**config.mk**
```make
export PLATFORM = sky130hd
export DESIGN_NAME = power_on_reset_sequencer
export DESIGN_NICKNAME = d
export VERILOG_FILES = /design/src/inc/por_seq_pkg.sv /design/src/inc/tick_if.sv /design/src/rtl/tick_divider.sv /design/src/rtl/power_on_reset_sequencer.sv
export SDC_FILE = /design/constraint.sdc
export NUM_CORES = 1
export LEC_CHECK = 0
export ABC_CLOCK_PERIOD_IN_PS = 2750
export BUFFER_PORTS_ARGS = -buffer_cell sky130_fd_sc_hd__buf_4
export CAP_MARGIN = 0
export CORE_UTILIZATION = 50
export CTS_CLUSTER_SIZE = 14
export DETAILED_ROUTE_END_ITERATION = 8
export PLACE_DENSITY = 0.81
export REMOVE_ABC_BUFFERS = 1
export SLEW_MARGIN = 20
export SYNTH_ARGS = -nofsm -noshare
export SYNTH_HDL_FRONTEND = slang
export SYNTH_SLANG_ARGS = --single-unit
```
**constraint.sdc**
```tcl
create_clock -name pclk -period 2.75 [get_ports pclk]
set_clock_uncertainty 0.2 [all_clocks]
set_input_delay 0 -clock pclk [delete_from_list [all_inputs] [get_ports pclk]]
set_output_delay 0 -clock pclk [all_outputs]
set_load 0.05 [all_outputs]
```
**src/inc/por_seq_pkg.sv**
```systemverilog
// constants, register map and state codes for the power-on reset sequencer
package por_seq_pkg;
   localparam int CNT_W = 13;
   localparam int CFG_PINS_W = 14;
   localparam int ADDR_W = 8;
   localparam int DATA_W = 32;

   // counts of input clock periods
   localparam logic [CNT_W-1:0] POR_MIN_TICKS = 13'h0010;
   localparam logic [CNT_W-1:0] STRETCH_TICKS = 13'h0400;
   // counts of reference clock periods
   localparam logic [CNT_W-1:0] LOCK_TICKS = 13'h1900;
   localparam logic [CNT_W-1:0] HARD_TICKS = 13'h0200;
   localparam logic [CNT_W-1:0] SOFT_TICKS = 13'h0203;

   // pclk periods per input clock period (200 MHz / 4 = 50 MHz)
   localparam int IN_DIV = 4;

   // register byte addresses
   localparam logic [ADDR_W-1:0] ADDR_CTRL = 8'h00;
   localparam logic [ADDR_W-1:0] ADDR_STATUS = 8'h04;
   localparam logic [ADDR_W-1:0] ADDR_PINS = 8'h08;
   localparam logic [ADDR_W-1:0] ADDR_RSTCFG = 8'h0c;

   // ctrl fields
   localparam int CTRL_RDF_BIT = 0;
   localparam logic CTRL_RDF_RESET = 1'h0;

   // status fields
   localparam int ST_STATE_LSB = 0;
   localparam int ST_LOCKED_BIT = 6;
   localparam int ST_INT_POR_BIT = 7;
   localparam int ST_HARD_BIT = 8;
   localparam int ST_SOFT_BIT = 9;
   localparam int ST_SHORT_BIT = 10;
   localparam int ST_CFGWR_BIT = 11;

   localparam logic [DATA_W-1:0] RSTCFG_RESET = 32'h0000_0000;

   typedef enum logic [5:0] {
      S_PORIN   = 6'h01,
      S_STRETCH = 6'h02,
      S_LOCK    = 6'h04,
      S_HARD    = 6'h08,
      S_SOFT    = 6'h10,
      S_RUN     = 6'h20
   } seq_state_t;
endpackage

```
**src/inc/tick_if.sv**
```systemverilog
// enable ticks for the input clock and reference clock rates
`timescale 1ns/1ps
interface tick_if;
   logic in_tick;
   logic ref_tick;
   logic rdf_two;
   modport gen (output in_tick, output ref_tick, input rdf_two);
   modport use_side (input in_tick, input ref_tick, output rdf_two);
endinterface

```
**src/rtl/tick_divider.sv**
```systemverilog
// divider making input clock and reference clock enable pulses from pclk
`timescale 1ns/1ps
module tick_divider #(
   parameter int IN_DIV = por_seq_pkg::IN_DIV
)(
   input wire logic pclk,
   input wire logic presetn,
   tick_if.gen ticks
);
   localparam int DW = (IN_DIV > 1) ? $clog2(IN_DIV) : 1;
   localparam logic [DW-1:0] DIV_LAST = DW'(IN_DIV - 1);

   logic [DW-1:0] div_r;
   logic [DW-1:0] div_nxt;
   logic phase_r;
   logic in_tick_r;
   logic ref_tick_r;
   wire div_wrap = (div_r == DIV_LAST);

   assign div_nxt = div_wrap ? '0 : div_r + DW'(1);
   assign ticks.in_tick = in_tick_r;
   assign ticks.ref_tick = ref_tick_r;

   always_ff @(posedge pclk or negedge presetn)
   begin
      if (!presetn)
      begin
         div_r <= '0;
         phase_r <= 1'b0;
         in_tick_r <= 1'b0;
         ref_tick_r <= 1'b0;
      end
      else
      begin
         div_r <= div_nxt;
         in_tick_r <= div_wrap;
         // divide factor 2 passes every second input tick
         ref_tick_r <= div_wrap && (!ticks.rdf_two || phase_r);
         if (div_wrap)
            phase_r <= ~phase_r;
      end
   end
endmodule

```
**src/rtl/power_on_reset_sequencer.sv**
```systemverilog
// power-on reset sequencer with apb registers and config capture
//
// Contract
// RL1: the board holds the power-on reset input low at least 16 input clocks.
// RL2: internal power-on reset stays asserted 1024 input clocks after release.
// RL3: pll lock comes 6400 reference periods (input clock / 1 or 2) later.
// RL4: hard reset is released 512 reference periods after pll lock.
// RL5: soft reset is released 515 reference periods after pll lock.
// RL6: config pins are held stable by the board and sampled at por release.
// RL7: a host may write the reset config word by slave port or system bus.
// RL8: all resets stay asserted while the power-on reset input is low.
//
// Implementation choices: the address map and the APB slave port.
`timescale 1ns/1ps
module power_on_reset_sequencer #(
   parameter int IN_DIV = por_seq_pkg::IN_DIV,
   parameter logic [12:0] POR_MIN_TICKS = por_seq_pkg::POR_MIN_TICKS,
   parameter logic [12:0] STRETCH_TICKS = por_seq_pkg::STRETCH_TICKS,
   parameter logic [12:0] LOCK_TICKS = por_seq_pkg::LOCK_TICKS,
   parameter logic [12:0] HARD_TICKS = por_seq_pkg::HARD_TICKS,
   parameter logic [12:0] SOFT_TICKS = por_seq_pkg::SOFT_TICKS
)(
   input wire logic pclk,
   input wire logic presetn,
   input wire logic psel,
   input wire logic penable,
   input wire logic pwrite,
   input wire logic [7:0] paddr,
   input wire logic [31:0] pwdata,
   output logic [31:0] prdata,
   output logic pready,
   output logic pslverr,
   input wire logic power_on_reset_in_n,
   input wire logic config_source_select,
   input wire logic config_select,
   input wire logic slave_port_sync_select,
   input wire logic slave_port_wide_select,
   input wire logic [3:0] chip_identifier_pins,
   input wire logic [2:0] bus_mode_pins,
   input wire logic soft_watchdog_enable_pin,
   input wire logic [1:0] clock_mode_pins,
   input wire logic host_cfg_wr,
   input wire logic [31:0] host_cfg_data,
   output logic int_por_out_n,
   output logic system_pll_locked,
   output logic hard_reset_out_n,
   output logic soft_reset_out_n,
   output logic [31:0] reset_config_word,
   output logic [13:0] sampled_config
);
   tick_if ticks ();

   tick_divider #(
      .IN_DIV(IN_DIV)
   ) u_div (
      .pclk(pclk),
      .presetn(presetn),
      .ticks(ticks.gen)
   );

   por_seq_pkg::seq_state_t state_r;
   por_seq_pkg::seq_state_t state_nxt;
   logic [12:0] cnt_r;
   logic [12:0] cnt_nxt;
   logic por_d_r;
   logic rdf_two_r;
   logic por_short_r;
   logic cfg_written_r;
   logic [31:0] cfg_word_r;
   logic [13:0] pins_r;
   logic [31:0] prdata_r;
   logic pready_r;
   logic pslverr_r;
   logic int_por_n_r;
   logic locked_r;
   logic hard_n_r;
   logic soft_n_r;

   assign ticks.rdf_two = rdf_two_r;

   // sequence control
   wire por_low = !power_on_reset_in_n;
   wire por_rise = power_on_reset_in_n && !por_d_r;
   wire in_phase = (state_r == por_seq_pkg::S_PORIN) ||
                   (state_r == por_seq_pkg::S_STRETCH);
   wire tick = in_phase ? ticks.in_tick : ticks.ref_tick;
   wire stretch_done = (cnt_r == STRETCH_TICKS - 13'h0001); // RL2
   wire lock_done = (cnt_r == LOCK_TICKS - 13'h0001); // RL3
   wire hard_done = (cnt_r == HARD_TICKS - 13'h0001); // RL4
   wire soft_done = (cnt_r == SOFT_TICKS - 13'h0001); // RL5
   // the soft count runs on from the hard count, so it keeps the same origin
   wire keep_cnt = (state_r == por_seq_pkg::S_HARD) &&
                   (state_nxt == por_seq_pkg::S_SOFT);
   wire cnt_clear = (state_nxt != state_r) && !keep_cnt;
   wire cnt_sat = (state_r == por_seq_pkg::S_PORIN) &&
                  (cnt_r >= POR_MIN_TICKS);
   // a release before the minimum hold is flagged for software
   wire short_set = (state_r == por_seq_pkg::S_PORIN) && por_rise &&
                    (cnt_r < POR_MIN_TICKS); // RL1
   // host writes are taken between por release and hard reset release
   wire cfg_window = (state_r == por_seq_pkg::S_STRETCH) ||
                     (state_r == por_seq_pkg::S_LOCK) ||
                     (state_r == por_seq_pkg::S_HARD);

   always_comb
   begin
      state_nxt = state_r;
      case (state_r)
         por_seq_pkg::S_PORIN:
            if (power_on_reset_in_n)
               state_nxt = por_seq_pkg::S_STRETCH;
         por_seq_pkg::S_STRETCH:
            if (tick && stretch_done)
               state_nxt = por_seq_pkg::S_LOCK; // RL2
         por_seq_pkg::S_LOCK:
            if (tick && lock_done)
               state_nxt = por_seq_pkg::S_HARD; // RL3
         por_seq_pkg::S_HARD:
            if (tick && hard_done)
               state_nxt = por_seq_pkg::S_SOFT; // RL4
         por_seq_pkg::S_SOFT:
            if (tick && soft_done)
               state_nxt = por_seq_pkg::S_RUN; // RL5
         por_seq_pkg::S_RUN:
            state_nxt = por_seq_pkg::S_RUN;
         default:
            state_nxt = por_seq_pkg::S_PORIN;
      endcase
      if (por_low)
         state_nxt = por_seq_pkg::S_PORIN; // RL8
   end

   always_comb
   begin
      cnt_nxt = cnt_r;
      if (cnt_clear)
         cnt_nxt = '0;
      else if (tick && !cnt_sat)
         cnt_nxt = cnt_r + 13'h0001;
   end

   always_ff @(posedge pclk or negedge presetn)
   begin
      if (!presetn)
      begin
         state_r <= por_seq_pkg::S_PORIN;
         cnt_r <= '0;
         por_d_r <= 1'b1;
      end
      else
      begin
         state_r <= state_nxt;
         cnt_r <= cnt_nxt;
         por_d_r <= power_on_reset_in_n;
      end
   end

   // reset outputs follow the next state so they change with it
   wire nxt_int_por_n = !((state_nxt == por_seq_pkg::S_PORIN) ||
                          (state_nxt == por_seq_pkg::S_STRETCH));
   wire nxt_locked = (state_nxt == por_seq_pkg::S_HARD) ||
                     (state_nxt == por_seq_pkg::S_SOFT) ||
                     (state_nxt == por_seq_pkg::S_RUN);
   wire nxt_hard_n = (state_nxt == por_seq_pkg::S_SOFT) ||
                     (state_nxt == por_seq_pkg::S_RUN);
   wire nxt_soft_n = (state_nxt == por_seq_pkg::S_RUN);

   always_ff @(posedge pclk or negedge presetn)
   begin
      if (!presetn)
      begin
         int_por_n_r <= 1'b0;
         locked_r <= 1'b0;
         hard_n_r <= 1'b0;
         soft_n_r <= 1'b0;
      end
      else
      begin
         int_por_n_r <= nxt_int_por_n; // RL2
         locked_r <= nxt_locked; // RL3
         hard_n_r <= nxt_hard_n; // RL4
         soft_n_r <= nxt_soft_n; // RL5
      end
   end

   // config pins caught at the edge where por input is seen released
   wire [13:0] pins_now = {clock_mode_pins, soft_watchdog_enable_pin,
                           bus_mode_pins, chip_identifier_pins,
                           slave_port_wide_select, slave_port_sync_select,
                           config_select, config_source_select};

   always_ff @(posedge pclk or negedge presetn)
   begin
      if (!presetn)
         pins_r <= '0;
      else if (state_r == por_seq_pkg::S_PORIN && por_rise)
         pins_r <= pins_now; // RL6
   end

   // apb decode
   wire apb_setup = psel && !penable;
   wire apb_access = psel && penable;
   wire apb_done = apb_access && pready_r;
   wire sel_ctrl = (paddr == por_seq_pkg::ADDR_CTRL);
   wire sel_status = (paddr == por_seq_pkg::ADDR_STATUS);
   wire sel_pins = (paddr == por_seq_pkg::ADDR_PINS);
   wire sel_rstcfg = (paddr == por_seq_pkg::ADDR_RSTCFG);
   wire sel_hit = sel_ctrl || sel_status || sel_pins || sel_rstcfg;
   wire wr_ctrl = apb_done && pwrite && sel_ctrl;
   wire wr_status = apb_done && pwrite && sel_status;
   wire wr_bus_cfg = apb_done && pwrite && sel_rstcfg && cfg_window;
   wire wr_port_cfg = host_cfg_wr && cfg_window;
   wire short_clr = wr_status && pwdata[por_seq_pkg::ST_SHORT_BIT];
   wire cfgwr_clr = wr_status && pwdata[por_seq_pkg::ST_CFGWR_BIT];

   wire [31:0] status_word = {20'h0_0000, cfg_written_r, por_short_r,
                              soft_n_r, hard_n_r, int_por_n_r, locked_r,
                              state_r};
   wire [31:0] rd_mux = sel_ctrl ? {31'h0000_0000, rdf_two_r} :
                        sel_status ? status_word :
                        sel_pins ? {18'h0_0000, pins_r} :
                        sel_rstcfg ? cfg_word_r : 32'h0000_0000;

   // answer one cycle into the access phase so prdata comes from a flop
   always_ff @(posedge pclk or negedge presetn)
   begin
      if (!presetn)
      begin
         pready_r <= 1'b0;
         pslverr_r <= 1'b0;
         prdata_r <= '0;
      end
      else
      begin
         pready_r <= apb_access && !pready_r;
         pslverr_r <= apb_access && !pready_r && !sel_hit;
         if (apb_access && !pready_r && !pwrite)
            prdata_r <= rd_mux;
         else if (apb_setup)
            prdata_r <= '0;
      end
   end

   always_ff @(posedge pclk or negedge presetn)
   begin
      if (!presetn)
         rdf_two_r <= por_seq_pkg::CTRL_RDF_RESET;
      else if (wr_ctrl)
         rdf_two_r <= pwdata[por_seq_pkg::CTRL_RDF_BIT]; // RL3
   end

   // sticky flags: a set in the clearing cycle wins
   always_ff @(posedge pclk or negedge presetn)
   begin
      if (!presetn)
      begin
         por_short_r <= 1'b0;
         cfg_written_r <= 1'b0;
      end
      else
      begin
         por_short_r <= short_set || (por_short_r && !short_clr); // RL1
         cfg_written_r <= wr_bus_cfg || wr_port_cfg ||
                          (cfg_written_r && !cfgwr_clr);
      end
   end

   // slave port wins over the bus when both write in one cycle
   always_ff @(posedge pclk or negedge presetn)
   begin
      if (!presetn)
         cfg_word_r <= por_seq_pkg::RSTCFG_RESET;
      else if (wr_port_cfg)
         cfg_word_r <= host_cfg_data; // RL7
      else if (wr_bus_cfg)
         cfg_word_r <= pwdata; // RL7
   end

   assign prdata = prdata_r;
   assign pready = pready_r;
   assign pslverr = pslverr_r;
   assign int_por_out_n = int_por_n_r;
   assign system_pll_locked = locked_r;
   assign hard_reset_out_n = hard_n_r;
   assign soft_reset_out_n = soft_n_r;
   assign reset_config_word = cfg_word_r;
   assign sampled_config = pins_r;
endmodule

```
* Yosys cells after proc, flatten, opt, wreduce, memory -nomap -nowiden
Index checks and enable logic that the tools add are counted.
** Storage, ports and cells
- Register bits :: 112
- Input bits :: 93
- Output and inout port bits :: 84
- Word-level logic and storage cells :: 119
** Cells by class
- $add $sub $neg :: 2
- Magnitude comparators :: 2
- Equality and inequality tests :: 20
- Mux-type cells :: 18
- Bitwise gates (word level) :: 1
- Reductions and logical operators :: 57
** Operator list (count)
- 32-bit two-way mux :: 8
- 6-bit case mux with 6 select lines :: 1
- 6-bit two-way mux :: 5
- 1-bit logical AND :: 28
- 13-bit by 10-bit == test with 1-bit output, second input constant :: 2
- 13-bit two-way mux :: 2
- 8-bit by 4-bit == test with 1-bit output, second input constant :: 2
- 1-bit logical OR :: 14
- 13-bit by 1-bit adder with 13-bit output, second input constant :: 1
- 13-bit == test, second input constant :: 1
- 13-bit by 9-bit == test with 1-bit output, second input constant :: 1
- 13-bit by 5-bit greater-or-equal comparator with 1-bit output, second input constant :: 1
- 13-bit by 5-bit less-than comparator with 1-bit output, second input constant :: 1
- 6-bit by 1-bit == test with 1-bit output, second input constant :: 2
- 6-bit by 2-bit == test with 1-bit output, second input constant :: 2
- 6-bit by 4-bit == test with 1-bit output, second input constant :: 2
- 6-bit by 5-bit == test with 1-bit output, second input constant :: 2
- 6-bit == test, second input constant :: 2
- 1-bit zero test :: 11
- 8-bit by 3-bit == test with 1-bit output, second input constant :: 1
- 8-bit zero test :: 1
- 6-bit by 3-bit == test with 1-bit output, second input constant :: 1
- 6-bit != test :: 1
- 2-bit nonzero test :: 3
- 5 further kinds :: 5

* Logic depth before layout (Yosys ltp)
Gate-level depths: netlist (run 1).
- Depth after elaboration :: 12
- Depth in mapped cells :: 9
- Depth with buffers taken out :: 8

* Hierarchy
A second synthesis (run 1) with hierarchy kept.
** Unflattened totals
- Cells, all modules :: 521
- Area, all modules :: 5541.6 um^2
** Modules (own cells, without submodules)
- power_on_reset_sequencer :: times used 1, cells an instance 510, area an instance 5363.9 um^2, seq. area each 2680.1 um^2
- tick_divider :: times used 1, cells an instance 11, area an instance 177.7 um^2, seq. area each 125.1 um^2

* Worst setup path before layout (run 1)
Ideal clock, no wire load.
- Path type :: reg-to-reg
- From :: reg cnt_r[1]
- To :: reg cnt_r[11]
- Library setup time :: 0.146 ns
- Arrival :: 2.076 ns
- Required time :: 2.404 ns
- Slack :: 0.328 ns
- Stages on the path, launching flop included :: 8
- Buffers on the path :: 1
- Period minus slack after synthesis :: 2.422 ns
- Cell sequence :: dfrtp_1 > ha_1 > inv_1 > or4_1 > or4_4 > o2111ai_2 > buf_6 > a22oi_1
** Between the ends
- Cells in the longest elaborated chain, start to end :: 10
- Elaborated cells on any way between the ends :: 27
- Classes of those cells :: 1 x add/sub; 1 x order compare; 6 x eq/ne; 8 x mux; 11 x reduce/logical
** Ends and longest elaborated chain
- start, declared :: line power_on_reset_sequencer.sv:63 : logic [12:0] cnt_r;
- start signal, assigned :: line power_on_reset_sequencer.sv:153 : cnt_r <= cnt_nxt;
- 13-bit by 10-bit == test with 1-bit output (tied with other cells) :: line power_on_reset_sequencer.sv:90 : wire soft_done = (cnt_r == SOFT_TICKS - 13'h0001);
- 1-bit logical AND, on equally long branches
- 6-bit two-way mux, on equally long branches
- 6-bit case mux with 6 select lines :: line power_on_reset_sequencer.sv:108 : case (state_r)
- 6-bit two-way mux :: line power_on_reset_sequencer.sv:129 : if (por_low)
- 6-bit by 5-bit == test with 1-bit output :: line power_on_reset_sequencer.sv:93 : (state_nxt == por_seq_pkg::S_SOFT);
- 1-bit logical AND :: line power_on_reset_sequencer.sv:92 : wire keep_cnt = (state_r == por_seq_pkg::S_HARD) &&
- 1-bit zero test :: line power_on_reset_sequencer.sv:94 : wire cnt_clear = (state_nxt != state_r) && !keep_cnt;
- 1-bit logical AND :: line power_on_reset_sequencer.sv:94
- 13-bit two-way mux / 2-bit nonzero test (equally long branches)
Several ways; a longest one is shown, not always the timed one. The select of a mux whose other input is x is not followed.
A chain may end at the register's enable or synchronous reset.

* Worst setup path after layout (run 1)
- From :: reg state_r[5]
- To :: reg cfg_word_r[5] (netlist: reset_config_word[5])
** Between the ends
- Cells in the longest elaborated chain, start to end :: 5
- Elaborated cells on any way between the ends :: 9
- Classes of those cells :: 3 x eq/ne; 1 x mux; 5 x reduce/logical
** Ends and longest elaborated chain
- start, declared :: line power_on_reset_sequencer.sv:61 : por_seq_pkg::seq_state_t state_r;
- start signal, assigned :: line power_on_reset_sequencer.sv:146 : state_r <= por_seq_pkg::S_PORIN;
- start signal, assigned :: line power_on_reset_sequencer.sv:152 : state_r <= state_nxt;
- 6-bit by 2-bit == test with 1-bit output / 6-bit by 3-bit == test with 1-bit output (equally long branches) :: line power_on_reset_sequencer.sv:101, power_on_reset_sequencer.sv:102
- 1-bit logical OR :: line power_on_reset_sequencer.sv:101 : wire cfg_window = (state_r == por_seq_pkg::S_STRETCH) ||
- 1-bit logical OR * :: line power_on_reset_sequencer.sv:102 : (state_r == por_seq_pkg::S_LOCK) ||
- 1-bit logical AND, on equally long branches :: line power_on_reset_sequencer.sv:212, power_on_reset_sequencer.sv:211
- 32-bit two-way mux / 2-bit nonzero test (equally long branches)
- end signal, assigned :: line power_on_reset_sequencer.sv:272 : cfg_word_r <= por_seq_pkg::RSTCFG_RESET;
- end signal, assigned :: line power_on_reset_sequencer.sv:274 : cfg_word_r <= host_cfg_data;
- end signal, assigned :: line power_on_reset_sequencer.sv:276 : cfg_word_r <= pwdata;
- end, declared :: line power_on_reset_sequencer.sv:69 : logic [31:0] cfg_word_r;
Mark *: on every way between the ends. The rest lies on a longest branch, timed or not.

==> impl_metrics.ini, run 1 <==
[pwr]
pwr-share-seq_pct = 36.0
comb_power_share_pct = 47.7
internal_power_mw = 3.551
power_frac_clock_pct = 16.3
netSwitchingFraction_pct = 46.93
p_per_area_nw_per_um2 = 817.8
finalPower_mw = 6.691
max-vdd-ir-drop_v = 0.0005526
p_sw_mw = 3.140
total_leakage_power_nw = 3.762

[floorplanning]
die-area_um2 = 11370
initial_core_util_pct = 52.33
die_h_um = 106.6
ios = 177
rows = 37
core_um2 = 10460
die_w_um = 106.6

[worst_hold_path]
hold_class = input pin to asynchronous set/reset pin

[drt]
ant_nets = 0
route.detailed.wl_per_inst_um = 22.92
vias = 5939
detail_route.iter0.violations = 862
routed_via_density = 6.325
dr.pass1.iters = 8
drt-total-wl_um = 21520
drcViolationCount = 0

[finish]
n_fill_cell = 530
fin_cells = 939
layout_commonest_cell = buf_4
final_cell_mix = 194 x buf_4, 110 x dfrtp_1, 90 x dlygate4sd3_1
area_delta_synth_final_pct = 49.43
drive_gt1_share_pct = 30.80
nNetsFinal = 894

[run]
drv_cap = 0

[synth]
ys_ff_latch = 112
ys_seq_area_share_pct = 51.23
synth.distinct_cells = 59
async_flop_share_pct = 100.0
synth_area_per_cell_um2 = 10.25
synth_ff_type = dfrtp_1
ys_warn_count = 0
syn_inst = 534
synth_area_um2 = 5475
synth_edf_count = 0

[place]
globalplace.congestion = 0.9028
dp_hpwl_um = 10480
portBuffers = 176
dpl.cell_count = 830

[critical_path]
reg2reg_from = state_r[5]$_DFF_PN0_
cp_max_fo = 17
critPathRequiredTime_ns = 2.80
critPathKind = flip-flop to flip-flop
worstSetupStartpointType = flip-flop
cp_data_arrival_time_ns = 2.92
crit_start = state_r[5]$_DFF_PN0_
endpoint_kind = flip-flop

[global_route]
grt_antenna_before_repair = 1
grt_pass1_vias = 5826
overflow = 0
grt_pass1_wl_um = 31800
grt_max_degree = 113
track_usage_pct = 36.70

[timing]
setup_viol = 7
period_share_pct = 104.6
finalCriticalPeriod_ns = 2.877
worstMarginPinSlew_ns = 0.8853
finalMaxSlewViolations = 0
hold_viol = 0
hold_slack_ns = 0.03687
rsz0062_at_grt = yes
fin_ws_ns = -0.1269
max_freq_mhz = 347.6
slew_headroom_pct = 40.76

[clocking]
cts_tree = yes
cts_buffers = 9
clock-sinks = 112
cts_buffer_depth = 2
clk-insertion-delay-late_ns = 0.38
cts_root_buf = clkbuf_8
cts-htree-levels = 3
clkTransAtPathRegs_ns = 0.11

[status]
violations = setup timing
outcome = finished, violations left
-- metrics by stage --
| stage | cell area, um^2 | setup TNS [ns] | util (%) | setup slack (ns) |
|---|---|---|---|---|
| detailed placement | 7007 | -1.322 | 66.97 | -0.1339 |
| floorplan | 5308 | -18.24 | - | -0.5617 |
| global route | 8182 | -3.898 | 78.20 | -0.2494 |
| global placement | 7007 | 0 | 66.97 | 0.07204 |
| CTS | 8124 | 0 | 77.65 | 0.002565 |
| finish | 8182 | -0.2432 | 78.20 | -0.1269 |
-- power groups by stage --
| stage | Sequential [mW] | Combinational, mW | Clock [mW] |
|---|---|---|---|
| 2_1_floorplan | 3.56 | 0.622 | 0 |
| 3_3_place_gp | 2.35 | 2.83 | 0 |
| 3_5_place_dp | 2.36 | 2.88 | 0 |
| 4_1_cts | 2.33 | 2.98 | 1.07 |
| 5_1_grt | 2.44 | 3.30 | 1.15 |
| 6_report | 2.41 | 3.19 | 1.09 |
-- final timing paths --
check | end | slack, ns | depth (start not counted)
max in group asynchronous | reset_config_word[6]$_DFFE_PN0P_ | 1.86 | 3
min reg2reg | u_div.div_r[0]$_DFF_PN0_ | 0.24 | 1
min | reset_config_word[30]$_DFFE_PN0P_ | 0.04 | 3
max reg2reg | reset_config_word[5]$_DFFE_PN0P_ | -0.13 | 8
max | reset_config_word[5]$_DFFE_PN0P_ | -0.13 | 8
min in group pclk | prdata[4]$_DFFE_PN0P_ | 0.09 | 5
-- registers in the layout (all words and copies together), names as in the netlist, 2 cells and up --
name / flops
cnt_r: 13
u_div.div_r: 2
sampled_config: 14
state_r: 6
reset_config_word: 32
prdata: 32
-- cells by family (layout without fill, tap and decap cells) --
logic type | after synthesis | after routing | synth area share (%)
AO/OA/AOI/OAI | 145 | 145 | 17.48
adder cells (fa/ha/maj) | 4 | 4 | 0.9141
AND/OR/NAND/NOR | 155 | 155 | 15.10
flip-flops | 112 | 112 | 51.23
buffers and inverters | 62 | 330 | 4.776
multiplexers | 52 | 52 | 9.849
other | 0 | 1 | 0
XOR/XNOR | 4 | 4 | 0.6400
-- area by class of cell --
type	count	area, um^2	share of cell area [%]
Antenna cell	1	2.502	0.03059
Clock buffer	11	131.4	1.606
Clock inverter	5	81.33	0.9940
Tap cell	136	170.2	2.080
Sequential cell	112	2805	34.29
Inverter	25	93.84	1.147
Timing Repair Buffer	289	2454	29.99
Multi-Input combinational cell	360	2444	29.87
-- routing by layer --
metal / GRT usage (%) / wire length, um / vias up
li1: - / - / 2465
met1: 42.37 / 7298 / 2829
met2: 61.84 / 10530 / 496
met3: 8.815 / 2210 / 149
met4: 22.11 / 1485 / 0
met5: 0 / 0 / -
-- synth_stat cells (all sizes together) (4+ instances only) --
| cell | count | area share (%) |
|---|---|---|
| buf | 16 | 1.6 |
| mux2i | 37 | 6.8 |
| mux2 | 15 | 3.1 |
| nor3 | 15 | 1.4 |
| inv | 25 | 1.7 |
| dfrtp | 110 | 50 |
| nor4b | 4 | 0.64 |
| ha | 4 | 0.91 |
| or3 | 7 | 0.80 |
| clkbuf | 21 | 1.4 |
| nand2 | 65 | 4.5 |
| nor2 | 14 | 0.96 |
| o31ai | 6 | 0.82 |
| nor4 | 5 | 1.1 |
| nand3 | 11 | 1.1 |
| or4 | 8 | 1.2 |
| a22o | 20 | 3.2 |
| a22oi | 22 | 3.0 |
| o21ai | 59 | 5.4 |
| nor2b | 4 | 0.46 |
| a21oi | 17 | 1.6 |
-- timing repair --
item                                    4_1_cts  5_1_grt
endpoints found under the hold margin       184        0
cloned                                        0        1
endpoints found under the setup margin       14       40
pin swaps                                     0        2
resized for setup                             1        6
buffers inserted                              0        1
hold buffers                                 90        0
-- worst max-delay path, stage by stage (launching register included) --
cell and delay [ns]:
dfrtp_1 0.44, buf_4 0.19, or2_2 0.32, nor2_2 0.18
o211ai_1 0.19, nor4_4 0.33, clkbuf_16 0.29, mux2i_1 0.41
o21ai_0 0.19
Power figures use the tool's default switching activity.
==> inputs of run 2 (changes only) <==
- ABC_AREA: default -> 1
- GPL_ROUTABILITY_DRIVEN: default -> 0
==> run 2 against run 1 <==
  * The flow now finishes without violations
  * Fmax grew 6.9%
  * Critical path depth grew 2
  * Clock power shrank 15%
  * Synthesized cell count grew 16%
  * Critical path type is now input pin to flip-flop
  * Largest power group unchanged
==> impl_metrics.ini, run 2 <==
[pwr]
p_sw_mw = 2.809
comb_power_share_pct = 47.4
internal_power_mw = 3.267
power_frac_clock_pct = 15.3
p_per_area_nw_per_um2 = 755.1
total_leakage_power_nw = 4.022
netSwitchingFraction_pct = 46.23
max-vdd-ir-drop_v = 0.0005567
pwr-share-seq_pct = 37.3

[worst_hold_path]
hold_class = input pin to flip-flop
holdPathStages = 5

[clocking]
clock-sinks = 112
cts_buffers = 9
cts_root_buf = clkbuf_8
cts-htree-levels = 3
clk-insertion-delay-late_ns = 0.39
cts_buffer_depth = 2
cts_tree = yes
clkTransAtPathRegs_ns = 0.11

[synth]
synth_edf_count = 0
ys_ff_latch = 112
ys_seq_area_share_pct = 52.21
synth_most_common_cell = inv_1
ys_warn_count = 0
synthTopCellsByArea = dfrtp_1 51%, inv_1 8.7%, o22ai_1 8.3%, nand2_1 4.5%, a21oi_1 4.3%
synth_top_area_cell = dfrtp_1
synth_area_per_cell_um2 = 8.652
synth_common_cells = 124 x inv_1, 110 x dfrtp_1, 71 x o22ai_1
synth_area_um2 = 5373
syn_inst = 621
async_flop_share_pct = 100.0
synth_ff_type = dfrtp_1
synth_top_area_share_pct = 51.23
synth.distinct_cells = 33

[critical_path]
critPathRequiredTime_ns = 2.83
cp_max_fo = 29
critPathKind = input pin to flip-flop
worstSetupStartpointType = input pin
cp_data_arrival_time_ns = 2.77
endpoint_kind = flip-flop
ff2ff_path_depth = 9

[timing]
max_freq_mhz = 371.6
slew_headroom_pct = 43.79
finalMaxSlewViolations = 0
hold_viol = 0
tns_ns = 0
finalCriticalPeriod_ns = 2.691
worstMarginPinSlew_ns = 0.8406
fin_ws_ns = 0.05891
rsz0062_at_grt = yes
setup_viol = 0
period_share_pct = 97.86

[place]
place_area_um2 = 6859
preCtsSetupSlack_ns = 0.1613
dp_hpwl_um = 11210
portBuffers = 176

[drt]
routed_via_density = 5.989
route.detailed.wl_per_inst_um = 20.60
drt-total-wl_um = 21240
detail_route.iter0.violations = 809
dr.pass1.iters = 6
drcViolationCount = 0
vias = 6175
ant_nets = 0

[floorplanning]
core_um2 = 10370
die_w_um = 105.7
die_h_um = 105.7
die-area_um2 = 11160
initial_core_util_pct = 51.81
rows = 37
ios = 177

[finish]
drive_gt1_share_pct = 27.96
area_delta_synth_final_pct = 49.77
fin_area_um2 = 8046
multi_input_area_um2 = 2016
fin_util_pct = 77.59
regArea_um2 = 2805
layout_commonest_cell = buf_4
nNetsFinal = 988
n_fill_cell = 577
final_cell_mix = 185 x buf_4, 123 x inv_1, 110 x dfrtp_1

[global_route]
grt_max_degree = 66
grt_pass1_wl_um = 32060
overflow = 0
track_usage_pct = 37.82
grt_antenna_before_repair = 1
grt_pass1_vias = 6027

[run]
drv_cap = 0

[status]
outcome = completed
==> run 2: cell count changes in the layout (fill, tap and decap cells not counted), sizes merged, moves of 9 or more <==
| cell | before | now |
|---|---|---|
| inv | 25 | 127 |
| o22ai | 0 | 71 |
| nor2 | 14 | 65 |
| o21ai | 59 | 16 |
| a21oi | 17 | 56 |
| mux2i | 37 | 0 |
| a22oi | 22 | 0 |
| a22o | 20 | 0 |
| nand3 | 11 | 30 |
| nor3 | 15 | 5 |
| buf | 198 | 189 |
==> run 2: final cells by class <==
type | count | share of cell area (%)
Tap cell | 136 | 2.115
Inverter | 128 | 6.018
Sequential cell | 112 | 34.86
Multi-Input combinational cell | 356 | 25.05
Timing Repair Buffer | 284 | 29.79
Clock buffer | 12 | 1.928
Antenna cell | 1 | 0.03110
Clock inverter | 2 | 0.2021
==> run 2: worst paths after layout <==
| kind | startpoint | end | slack, ns |
|---|---|---|---|
| worst max-delay path | psel | reset_config_word[26]$_DFFE_PN0P_ | 0.06 |
| worst min register to register | u_div.div_r[0]$_DFF_PN0_ | u_div.div_r[0]$_DFF_PN0_ | 0.24 |
| worst min-delay path | paddr[3] | prdata[8]$_DFFE_PN0P_ | 0.02 |
| worst max register to register | state_r[1]$_DFF_PN0_ | reset_config_word[0]$_DFFE_PN0P_ | 0.09 |
| max in group asynchronous | presetn | state_r[4]$_DFF_PN0_ | 0.34 |
| min in group asynchronous | presetn | int_por_out_n$_DFF_PN0_ | 0.45 |
==> run 2: timing repair <==
item,4_1_cts,5_1_grt
endpoints found under the setup margin,0,61
setup buffers,0,2
endpoints found under the hold margin,175,12
hold buffers,94,1
resized for setup,0,12
==> run 2: power groups by stage <==
stage	Clock [mW]	Sequential, mW	Combinational [mW]
final	0.930	2.27	2.88
after global routing	0.982	2.29	2.97
after CTS	0.904	2.23	2.70
after detailed placement	0	2.26	2.58
after global placement	0	2.24	2.53
after floorplan	0	3.34	0.581
==> run 2: routing by layer <==
metal / share of wire [%] / track usage, % / wire [um]
met1: 34 / 43.27 / 7263
met4: 7.1 / 25.10 / 1501
met2: 49 / 63.26 / 10350
met3: 10 / 8.720 / 2126
met5: 0 / 0 / 0
==> run 2: worst max-delay path: stages <==
cell	delay (ns)
dlygate4sd3_1	0.53
buf_4	0.11
nand2_1	0.07
dlygate4sd3_1	0.64
nor2_4	0.18
nand3_1	0.17
inv_1	0.15
buf_4	0.36
a21oi_1	0.25
o22ai_1	0.28
==> run 2: cells by family after synthesis <==
kind of cell	Yosys count	synth area share, %
AOI/OAI and AO/OA	149	16.58
buffers and inverters	153	10.99
xor gates and xnor gates	11	1.793
muxes	14	2.934
and+or+nand+nor	178	14.56
adders and majority gates	4	0.9316
DFF	112	52.21
==> run 2: through the flow <==
stage | hold slack [ns] | power, mW | instances
after CTS | 0.007364 | 5.834 | 1027
final | 0.01908 | 6.076 | 1031
after floorplan | -0.4956 | 3.923 | 596
after global routing | 0.02149 | 6.241 | 1031
after detailed placement | -0.1439 | 4.837 | 919
after global placement | -0.1588 | 4.773 | 919
==> inputs of run 3 (changes only) <==
- BUFFER_PORTS_ARGS: -buffer_cell sky130_fd_sc_hd__buf_4 -> -buffer_cell sky130_fd_sc_hd__buf_2
- CORE_UTILIZATION: 50 -> 51
- HOLD_SLACK_MARGIN: default -> 0.12
- PLACE_DENSITY: 0.81 -> 0.82
==> run 3 against run 2 <==
  * The run now ends with DRC, setup timing left
  * Non-clock buffer count is 31 higher
  * Sequential share of layout area is 0.16 points lower
  * First-iteration DRC count is 86% higher
  * Register-to-register slack worse by 0.20 ns
  * Global-route usage is 5.9 points higher
  * Final area is 0.45% higher
  * Clock power is 25% higher
  * Die area is 1.9% lower
  * Critical path depth is 2 lower
  * Power is 3.2% higher
==> impl_metrics.ini, run 3 (synthesis results as in run 2) <==
[drt]
detail_route.iter0.violations = 1501
drcViolationCount = 36
vias = 7040
drt-total-wl_um = 26810
ant_nets = 0
dr.pass1.iters = 9
route.detailed.wl_per_inst_um = 25.13
routed_via_density = 6.598

[critical_path]
critPathMaxStageDelay_ns = 0.91
crit_chain = dlygate4sd3_1, buf_2, inv_1, nand4_1, o22ai_1, nand2_1, dlygate4sd3_1, o21ai_0
critical-path-top-delay-family = buffers and inverters
crit_buf_inv = 4
timing.critical_path.mode_cell = dlygate4sd3_1
crit_path_top_delay_cell = o22ai_1
critPathKind = input pin to flip-flop
rrSetupSlack_ns = -0.11
endpoint_kind = flip-flop
worstSetupStartpointType = input pin
cp_max_fo = 15
critPathRequiredTime_ns = 2.88
cp_data_arrival_time_ns = 3.45

[pwr]
total_leakage_power_nw = 4.173
p_per_area_nw_per_um2 = 775.5
max-vdd-ir-drop_v = 0.0005745

[finish]
fin_util_pct = 78.65
drive_gt1_share_pct = 28.34
area_delta_synth_final_pct = 50.44
n_fill_cell = 492
nNetsFinal = 1020
regArea_um2 = 2805
layout_commonest_cell = buf_2
fin_area_um2 = 8083
multi_input_area_um2 = 2079
final_cell_mix = 175 x buf_2, 124 x dlygate4sd3_1, 123 x inv_1

[timing]
finalMaxSlewViolations = 0
tns_ns = -0.8124
setup_viol = 3
fin_ws_ns = -0.5770
slew_headroom_pct = 29.77
finalCriticalPeriod_ns = 3.327
period_share_pct = 121.0
max_freq_mhz = 300.6
hold_viol = 0
worstMarginPinSlew_ns = 1.050
rsz0062_at_grt = yes

[status]
outcome = finished, violations left
violations = DRC, setup timing

[run]
drv_cap = 0

[floorplanning]
die_h_um = 104.6
die_w_um = 104.6
die-area_um2 = 10950
core_um2 = 10280
rows = 37
ios = 177
initial_core_util_pct = 52.28

[global_route]
grt_pass1_wl_um = 36050
grt_pass1_vias = 6706
grt_antenna_before_repair = 5
grt_max_degree = 54
track_usage_pct = 43.68
overflow = 0

[place]
place_area_um2 = 6421
portBuffers = 176
dp_hpwl_um = 10710

[clocking]
cts_buffers = 9
clkTransAtPathRegs_ns = 0.12
cts_tree = yes
cts_root_buf = clkbuf_8
clock-sinks = 112
clk-insertion-delay-late_ns = 0.40
cts-htree-levels = 3
cts_buffer_depth = 2

[worst_hold_path]
hold_class = input pin to flip-flop
## run 3: report_power, final
part           internal (mW)  total (mW)  switching [mW]
Clock                  0.546        1.16           0.616
Combinational          0.718        2.82            2.10
Sequential              1.99        2.29           0.295
Total                   3.26        6.27            3.01
## run 3: final cells by class
cell class                 instances  area share, %
sequential                       112          34.71
timing repair buffer             315          28.54
multi-input combinational        357          25.73
inverter                         128          6.022
tap                              136          2.105
clock buffer                      11          1.749
clock inverter                     5          1.053
antenna                            3        0.09288
## run 3: stage by stage
stage               hold WS (ns)  power, mW  setup slack [ns]  std cells
global placement         -0.2362      4.518            0.3926        919
global route              0.1807      6.384           -0.4836       1067
CTS                       0.1268      5.816           0.04010       1061
floorplan                -0.4956      3.923           -0.1872        596
finish                    0.1737      6.268           -0.5770       1067
detailed placement       -0.2322      4.587            0.1398        919
## run 3: final timing paths
check                                         startpoint                                 to  depth (start not counted)
max in group asynchronous                        presetn              prdata[3]$_DFFE_PN0P_                          4
worst max-delay path                            paddr[2]             prdata[12]$_DFFE_PN0P_                          8
worst min register to register  u_div.div_r[0]$_DFF_PN0_           u_div.div_r[0]$_DFF_PN0_                          1
min in group asynchronous                        presetn  reset_config_word[17]$_DFFE_PN0P_                          4
worst min-delay path                 power_on_reset_in_n                  por_d_r$_DFF_PN1_                          2
worst max register to register      state_r[4]$_DFF_PN0_   reset_config_word[0]$_DFFE_PN0P_                          9
## run 3: timing repair
action                                  in CTS  in global routing
endpoints found under the setup margin       0                 77
setup buffers                                0                  2
hold buffers                               126                  0
resized for setup                            0                 30
hold endpoints to repair                   218                  0
## run 3: layer usage
metal / vias to the layer above / wire length, um / global-route usage [%]
li1: 2647 / - / -
met1: 3114 / 8015 / 47.68
met2: 929 / 11200 / 67.60
met3: 342 / 4131 / 17.65
met4: 8 / 3343 / 34.31
met5: - / 121 / 0
